==> src/shared/pmc_pkg.sv <==
/*
 * Shared constants and types of the PDM microphone capture block.
 * Assumes a 250 MHz system clock and one or two PDM microphones on one data pin.
 */
// Notes on behaviour
// - Recognition modes take one microphone on the clock output and data input.
// - Recognition modes run the microphone clock at 1.024 MHz.
// - Recognition modes feed one path to detection, the other to the TDM bus.
// - A host or flash setting picks the edge each channel is sampled on.
// - Full duplex mode takes two microphones on the shared clock and data pins.
// - Full duplex clock is 1.024 MHz at 8/16 kHz TDM-A, 3.072 MHz at 48 kHz.
// - The bit stream is decimated and filtered to 8 kHz or 16 kHz.
// - Without TDM-A the clock runs from the crystal and audio passes at 48 kHz.
// - Full duplex feeds one path to voice processing, the other to TDM.
// - Echo cancellation acts only on the path that feeds voice processing.
// - Two microphones share the pin, one per edge; each edge is captured.
package pmc_pkg;

    // Firmware operating modes.
    typedef enum logic [1:0] {
        PMC_MODE_DUPLEX = 2'h0,
        PMC_MODE_ASR = 2'h1,
        PMC_MODE_BARGE = 2'h2
    } pmc_mode_t;

    // Sample rates of the first TDM port.
    typedef enum logic [1:0] {
        PMC_RATE_8K = 2'h0,
        PMC_RATE_16K = 2'h1,
        PMC_RATE_48K = 2'h2
    } pmc_rate_t;

    // Clock rates in Hz.
    localparam longint PMC_SYS_HZ = 250000000;
    localparam longint PMC_PDM_LO_HZ = 1024000;
    localparam longint PMC_PDM_HI_HZ = 3072000;

    // Phase accumulator width and the increments derived from the rates.
    localparam int PMC_ACC_W = 24;
    localparam logic [23:0] PMC_INC_LO = 24'((PMC_PDM_LO_HZ * (64'h1 << PMC_ACC_W)) / PMC_SYS_HZ);
    localparam logic [23:0] PMC_INC_HI = 24'((PMC_PDM_HI_HZ * (64'h1 << PMC_ACC_W)) / PMC_SYS_HZ);

    // Decimation ratios: PDM bits per output word.
    localparam logic [8:0] PMC_DEC_LO_16K = 9'h040;
    localparam logic [8:0] PMC_DEC_LO_8K = 9'h080;
    localparam logic [8:0] PMC_DEC_HI_16K = 9'h0C0;
    localparam logic [8:0] PMC_DEC_HI_8K = 9'h180;
    localparam logic [8:0] PMC_DEC_48K = 9'h040;

    // Cycles from an internal clock edge to the synchronised pin value.
    localparam int PMC_SYNC_LAG = 3;

    // Width of an audio word.
    localparam int PMC_WORD_W = 16;

endpackage

==> src/rtl/pmc_pair_buf.sv <==
/*
 * Two-entry buffer with valid and ready on both sides.
 * Assumes both sides run on the same clock; outputs come from flip-flops.
 */
`timescale 1ns/1ps
module pmc_pair_buf #(
    parameter int WIDTH = 16
) (
    // Clock and reset.
    input wire logic clk,
    input wire logic rst_b,
    // Filling side.
    input wire logic in_valid,
    output logic in_ready_q,
    input wire logic [WIDTH-1:0] in_data,
    // Draining side.
    output logic out_valid_q,
    input wire logic out_ready,
    output logic [WIDTH-1:0] out_data_q
);

    logic [1:0] cnt_q;
    logic [1:0] cnt_d;
    logic [WIDTH-1:0] spare_q;
    logic push;
    logic pop;

    // A push is refused while full, so a full buffer never pushes and pops at once.
    always_comb begin
        push = in_valid && in_ready_q;
        pop = out_valid_q && out_ready;
        cnt_d = cnt_q + {1'b0, push} - {1'b0, pop};
    end

    // Occupancy and the registered handshake flags.
    always_ff @(posedge clk or negedge rst_b) begin
        if (!rst_b) begin
            cnt_q <= 2'h0;
            in_ready_q <= 1'b0;
            out_valid_q <= 1'b0;
        end else begin
            cnt_q <= cnt_d;
            in_ready_q <= (cnt_d != 2'h2);
            out_valid_q <= (cnt_d != 2'h0);
        end
    end

    // Head word shown to the drain, spare word behind it.
    always_ff @(posedge clk or negedge rst_b) begin
        if (!rst_b) begin
            out_data_q <= '0;
            spare_q <= '0;
        end else begin
            if (pop && cnt_q == 2'h2) begin
                out_data_q <= spare_q;
            end else if (push && (cnt_q == 2'h0 || pop)) begin
                out_data_q <= in_data;
            end
            if (push && cnt_q == 2'h1 && !pop) begin
                spare_q <= in_data;
            end
        end
    end

endmodule

==> src/rtl/pmc_capture.sv <==
/*
 * PDM microphone capture: makes the microphone clock, samples both edge channels,
 * decimates them and steers one to voice processing and the other to the TDM bus.
 * Assumes mode and rate settings come from logic on clk; the data pin is asynchronous.
 */
`timescale 1ns/1ps
module pmc_capture (
    // Clock and reset.
    input wire logic clk,
    input wire logic rst_b,
    // Configuration from the host port or the flash record.
    input wire pmc_pkg::pmc_mode_t mode,
    input wire logic tdm_a_present,
    input wire pmc_pkg::pmc_rate_t tdm_a_rate,
    input wire logic proc_rate_16k,
    input wire logic chan0_rising,
    input wire logic proc_sel,
    // Microphone pins.
    output logic pdm_clock_out_q,
    input wire logic pdm_data_in,
    // Stream to voice or detection processing.
    output logic proc_valid_q,
    input wire logic proc_ready,
    output logic [15:0] proc_data_q,
    // Stream to the TDM bus.
    output logic tdm_valid_q,
    input wire logic tdm_ready,
    output logic [15:0] tdm_data_q,
    // Status.
    output logic echo_cancel_ch_q,
    output logic overrun_q
);

    logic freq_hi;
    logic [8:0] ratio;
    logic [9:0] cfg_q;
    logic cfg_chg;
    logic [23:0] acc_q;
    logic sync1_q;
    logic sync2_q;
    logic [2:0] rise_sh_q;
    logic [2:0] fall_sh_q;
    logic rise_ev;
    logic fall_ev;
    logic [8:0] bit_cnt_q;
    logic dump;
    logic [1:0] samp_ev;
    logic [8:0] ones_q [2];
    logic [8:0] ones_nx [2];
    logic [15:0] word [2];
    logic proc_in_ready;
    logic tdm_in_ready;

    // Clock and decimation choice from the mode and the TDM-A rate.
    always_comb begin
        freq_hi = (mode == pmc_pkg::PMC_MODE_DUPLEX) &&
                  (!tdm_a_present || tdm_a_rate == pmc_pkg::PMC_RATE_48K);
        if (!tdm_a_present && mode == pmc_pkg::PMC_MODE_DUPLEX) begin
            ratio = pmc_pkg::PMC_DEC_48K;
        end else if (freq_hi) begin
            ratio = proc_rate_16k ? pmc_pkg::PMC_DEC_HI_16K : pmc_pkg::PMC_DEC_HI_8K;
        end else begin
            ratio = proc_rate_16k ? pmc_pkg::PMC_DEC_LO_16K : pmc_pkg::PMC_DEC_LO_8K;
        end
        cfg_chg = (cfg_q != {freq_hi, ratio});
    end

    // A settings change restarts the decimators so no word mixes two ratios.
    always_ff @(posedge clk or negedge rst_b) begin
        if (!rst_b) begin
            cfg_q <= 10'h000;
        end else begin
            cfg_q <= {freq_hi, ratio};
        end
    end

    // Phase accumulator: the truncated fractional step keeps the mean rate less than 8 Hz below target, at the cost of jitter.
    always_ff @(posedge clk or negedge rst_b) begin
        if (!rst_b) begin
            acc_q <= 24'h000000;
            pdm_clock_out_q <= 1'b0;
        end else begin
            acc_q <= acc_q + (freq_hi ? pmc_pkg::PMC_INC_HI : pmc_pkg::PMC_INC_LO);
            pdm_clock_out_q <= acc_q[23];
        end
    end

    // Two-flop synchroniser for the asynchronous data pin.
    always_ff @(posedge clk or negedge rst_b) begin
        if (!rst_b) begin
            sync1_q <= 1'b0;
            sync2_q <= 1'b0;
        end else begin
            sync1_q <= pdm_data_in;
            sync2_q <= sync1_q;
        end
    end

    // Edge events delayed to line up with the synchronised pin value.
    always_ff @(posedge clk or negedge rst_b) begin
        if (!rst_b) begin
            rise_sh_q <= 3'h0;
            fall_sh_q <= 3'h0;
        end else begin
            rise_sh_q <= {rise_sh_q[1:0], acc_q[23] && !pdm_clock_out_q};
            fall_sh_q <= {fall_sh_q[1:0], !acc_q[23] && pdm_clock_out_q};
        end
    end

    assign rise_ev = rise_sh_q[pmc_pkg::PMC_SYNC_LAG-1];
    assign fall_ev = fall_sh_q[pmc_pkg::PMC_SYNC_LAG-1];

    // One clock period per rising edge; the word closes on the last bit of the block.
    always_ff @(posedge clk or negedge rst_b) begin
        if (!rst_b) begin
            bit_cnt_q <= 9'h000;
        end else if (cfg_chg) begin
            bit_cnt_q <= 9'h000;
        end else if (rise_ev) begin
            bit_cnt_q <= dump ? 9'h000 : bit_cnt_q + 9'h001;
        end
    end

    assign dump = rise_ev && (bit_cnt_q == ratio - 9'h001) && !cfg_chg;

    // Per-channel capture and boxcar decimator; the word is twice the ones count less the ratio.
    for (genvar i = 0; i < 2; i++) begin : g_chan
        assign samp_ev[i] = ((i == 0) == chan0_rising) ? rise_ev : fall_ev;
        assign ones_nx[i] = ones_q[i] + {8'h00, samp_ev[i] && sync2_q};
        assign word[i] = {6'h00, ones_nx[i], 1'b0} - {7'h00, ratio};
        always_ff @(posedge clk or negedge rst_b) begin
            if (!rst_b) begin
                ones_q[i] <= 9'h000;
            end else if (cfg_chg || dump) begin
                ones_q[i] <= 9'h000;
            end else begin
                ones_q[i] <= ones_nx[i];
            end
        end
    end

    // Selected channel to processing, the other to the TDM bus.
    pmc_pair_buf #(
        .WIDTH(pmc_pkg::PMC_WORD_W)
    ) u_proc_buf (
        .clk(clk),
        .rst_b(rst_b),
        .in_valid(dump),
        .in_ready_q(proc_in_ready),
        .in_data(word[proc_sel]),
        .out_valid_q(proc_valid_q),
        .out_ready(proc_ready),
        .out_data_q(proc_data_q)
    );

    pmc_pair_buf #(
        .WIDTH(pmc_pkg::PMC_WORD_W)
    ) u_tdm_buf (
        .clk(clk),
        .rst_b(rst_b),
        .in_valid(dump),
        .in_ready_q(tdm_in_ready),
        .in_data(word[!proc_sel]),
        .out_valid_q(tdm_valid_q),
        .out_ready(tdm_ready),
        .out_data_q(tdm_data_q)
    );

    // Echo cancellation target follows the processing path; overrun marks a dropped word.
    always_ff @(posedge clk or negedge rst_b) begin
        if (!rst_b) begin
            echo_cancel_ch_q <= 1'b0;
            overrun_q <= 1'b0;
        end else begin
            echo_cancel_ch_q <= proc_sel;
            overrun_q <= dump && (!proc_in_ready || !tdm_in_ready);
        end
    end

    // Helper: cycles since the clock pin last moved and since the settings last changed.
    logic [7:0] half_cnt_q;
    logic [9:0] stable_q;
    always_ff @(posedge clk or negedge rst_b) begin
        if (!rst_b) begin
            half_cnt_q <= 8'h00;
            stable_q <= 10'h000;
        end else begin
            half_cnt_q <= (acc_q[23] != pdm_clock_out_q) ? 8'h00 : half_cnt_q + 8'h01;
            stable_q <= cfg_chg ? 10'h000 : (stable_q == 10'h3FF ? stable_q : stable_q + 10'h001);
        end
    end
endmodule

==> config.mk <==
export PLATFORM = sky130hd
export DESIGN_NAME = pmc_capture
export DESIGN_NICKNAME = d
export VERILOG_FILES = /design/src/shared/pmc_pkg.sv /design/src/rtl/pmc_pair_buf.sv /design/src/rtl/pmc_capture.sv
export SDC_FILE = /design/constraint.sdc
export NUM_CORES = 1
export LEC_CHECK = 0
export ABC_AREA = 1
export BUFFER_PORTS_ARGS = -buffer_cell sky130_fd_sc_hd__buf_2
export CAP_MARGIN = 20
export CORE_ASPECT_RATIO = 0.6
export CORE_MARGIN = 2
export CORE_UTILIZATION = 58
export CTS_CLUSTER_DIAMETER = 120
export CTS_CLUSTER_SIZE = 8
export DETAILED_ROUTE_END_ITERATION = 10
export GPL_TIMING_DRIVEN = 0
export PLACE_DENSITY = 0.74
export SLEW_MARGIN = 40
export SYNTH_ARGS = -nofsm -noshare
export SYNTH_HDL_FRONTEND = slang
export SYNTH_SLANG_ARGS = --single-unit
==> constraint.sdc <==
create_clock -name clk -period 6.7 [get_ports clk]
set_input_delay 1.34 -clock clk [delete_from_list [all_inputs] [get_ports clk]]
set_output_delay 1.34 -clock clk [all_outputs]
set_load 0.02 [all_outputs]
==> flow_metrics.py <==
metrics = {
    "worst_setup_path": {
        "crit_path_end_kind": "register",
        "crit_top_cell": "nand2_1",
        "max_stage_delay_ps": 410,
        "cp_max_fo": 4,
        "crit_buf_inv": 3,
        "arrival_ps": 4310,
        "crit_slowest_cell": "fa_1",
        "startpoint_type": "input pin",
        "cp_cell_sequence": "buf_2, o21ai_0, a21oi_1, ha_1, ha_1, nand2_1, nor2_1, nand2_1, nor2_1, xor2_1, inv_1, fa_1, or2_2, nand2_1, inv_1, o21ai_0, o21ai_0, nand2_1, nand2_1",
        "cp.required_ps": 7000,
        "cp_top_family": "simple AND/OR/NAND/NOR gates",
        "critical_path_class": "in -> reg",
    },
    "layout": {
        "n_fill_cell": 837,
        "drive_above_1_share_pct": 15.3,
        "design_area_um2": 7400,
        "final_cells": 1007,
        "final_nets": 893,
        "fin_util_pct": 69.9,
        "final_common_cell": "nand2_1",
        "area.growth.synth_to_final_pct": 17.4,
        "antenna_cells": 0,
        "final_cell_mix": "nand2_1, dfrtp_1, inv_1",
    },
    "clocking": {
        "cts_max_level": 4,
        "clk_pin_slew_ps": 50,
        "clockRootBuffer": "clkbuf_16",
        "cts_made_buffers": 17,
        "hold_buffers": 0,
        "clk_latency_ps": 410,
        "cts_tree": "yes",
        "cts_setup_buffers": 0,
        "cts_resized": 0,
        "cts.sinks": 114,
        "cts_buffer_depth": 2,
    },
    "route": {
        "drc_errors": 0,
        "dr.pass1.iters": 8,
        "wl_per_cell_um": 14.3,
        "antenna_left": 0,
        "viasPerCell": 5.26,
        "vias": 5292,
        "drt_iter0_markers": 328,
        "wl_um": 14400,
    },
    "global_routing": {
        "grt_use_total_pct": 25.9,
        "antenna_found_initial": 0,
        "first_global_vias": 5139,
        "grt_overflow": 0,
        "grt_max_degree": 68,
        "grt_pass1_wl_um": 24100,
    },
    "floorplan": {
        "dieWidth_um": 139,
        "die_y_um": 84.8,
        "core-area_um2": 10600,
        "num_rows": 29,
        "dieArea_um2": 11800,
        "num_io_pins": 50,
        "initial_core_util_pct": 59.6,
    },
    "sta": {
        "hold_slack_ps": 347,
        "setup_ws_ps": 2690,
        "fin_tns_setup_ps": 0,
        "period_share_pct": 59.9,
        "fmax_ghz": 0.249,
        "fin_crit_ps": 4010,
        "drv_slew": 0,
        "fin_skew_ps": 9.93,
        "setup_viol": 0,
        "hold_viol": 0,
        "max_slew_margin_pct": 52.5,
        "rsz0062_at_grt": "false",
        "worst_pin_slew_ps": 706,
    },
    "power": {
        "p_total_mw": 2.86,
        "power.density_nw_per_um2": 387,
        "vdd_ir_drop_max_mv": 0.289,
        "p_leak_nw": 3.82,
    },
    "yosys": {
        "netlist_area_um2": 6310,
        "yosys.area_share.simple_pct": 27.8,
        "synthMuxAreaShare_pct": 0.317,
        "synth_cell_types": 40,
        "synth_top_family_by_area": "simple AND/OR/NAND/NOR gates",
        "ys_warn_count": 0,
        "synth.avg_cell_area_um2": 8.02,
        "synth_compound_area_share_pct": 7.79,
        "synthXorXnorAreaFrac_pct": 4.86,
        "yosys_register_bits": 114,
        "postSynthCellCount": 787,
        "ys_seq_area_share_pct": 45.2,
        "synth_fa_ha_area_share_pct": 5.20,
    },
    "placed_design": {
        "dpl_cell_area_um2": 6760,
        "dp_hpwl_um": 10400,
        "gp_congestion": 0.983,
        "portBuffers": 47,
        "place_inst": 975,
        "post-place-ws_ps": 2310,
    },
    "run": {
        "maxCapViolations": 0,
    },
    "run_status": {
        "status": "complete, no violations",
    },
    "min_path": {
        "worst_hold_path_type": "reg -> reg",
    },
}
==> worst reg2reg max path, delay by kind of cell, from the launching register on <==
family,cells,cell delay [ps]
AO/OA/AOI/OAI,4,730
flip-flops,1,450
XOR/XNOR,1,240
adder cells (fa/ha/maj),3,750
buffers and inverters,2,160
AND/OR/NAND/NOR,8,1030
==> path summary, 6_finish.rpt <==
check	from	end	slack, ps	depth (start not counted)
worst max-delay path	chan0_rising	u_proc_buf.out_data_q[8]	2690	19
worst min register to register	fall_sh_q[1]	fall_sh_q[2]	350	0
worst min-delay path	fall_sh_q[1]	fall_sh_q[2]	350	0
max in group asynchronous	rst_b	u_tdm_buf.spare_q[6]	5240	2
worst max register to register	rise_sh_q[2]	u_proc_buf.out_data_q[8]	3220	18
min in group asynchronous	rst_b	acc_q[10]	820	1
==> state kept, by name, summed over array words and instances (netlist names), 2 cells and up <==
| name | flops |
|---|---|
| cfg_q | 4 |
| ones_q | 18 |
| u_proc_buf.cnt_q | 2 |
| fall_sh_q | 3 |
| u_tdm_buf.cnt_q | 2 |
| acc_q | 24 |
| u_tdm_buf.out_data_q | 10 |
| u_tdm_buf.spare_q | 10 |
| u_proc_buf.out_data_q | 10 |
| u_proc_buf.spare_q | 10 |
| bit_cnt_q | 9 |
| rise_sh_q | 3 |
==> kinds of logic after synthesis <==
kind of cell | Yosys count
other cells | 1
simple gates | 390
xor+xnor | 35
flops | 114
fa+ha+maj | 25
compound gates | 89
mux | 2
buf+inv | 131
==> cell usage after synthesis (all sizes together) <==
cell type	n	area (um2)
nand2	225	865
mux2i	2	20.0
inv	105	394
clkinv	1	3.75
o21bai	2	15.0
nand4	14	130
a21oi	17	85.1
a31oi	2	12.5
nor2	64	284
nand3	62	320
dfrtp	114	2850
fa	2	40.0
nand3b	6	45.0
and3	2	12.5
xor2	26	228
o21ai	65	355
conb	1	3.75
nor4	1	6.26
nor3	9	45.0
clkbuf	8	30.0
o31ai	1	7.51
buf	17	128
or2	7	43.8
a21boi	1	7.51
a32oi	1	8.76
xnor2	9	78.8
ha	23	288
==> area by class of cell <==
| cell class | count | area [um2] | area share (%) |
|---|---|---|---|
| multi-input cells | 543 | 2910 | 39.2 |
| flip-flops and latches | 114 | 2850 | 38.5 |
| clock buffers | 22 | 464 | 6.27 |
| inverters | 106 | 398 | 5.37 |
| repair buffers | 48 | 273 | 3.68 |
| clock inverters | 10 | 180 | 2.43 |
| well taps | 139 | 174 | 2.35 |
| plain buffers | 25 | 158 | 2.13 |
==> power by group <==
| group | switching (mW) | leakage, nW | internal [mW] |
|---|---|---|---|
| combinational | 0.565 | 2.03 | 0.324 |
| sequential | 0.128 | 1.48 | 0.856 |
| clock | 0.314 | 0.310 | 0.677 |
==> per-layer routing <==
metal,vias up,wire [um],track usage [%]
li1,2637,-,-
met3,19,967,7.30
met2,152,6260,40.3
met4,0,154,7.16
met1,2484,7020,36.1
met5,-,0,0
(Power assumes the default switching activity.)
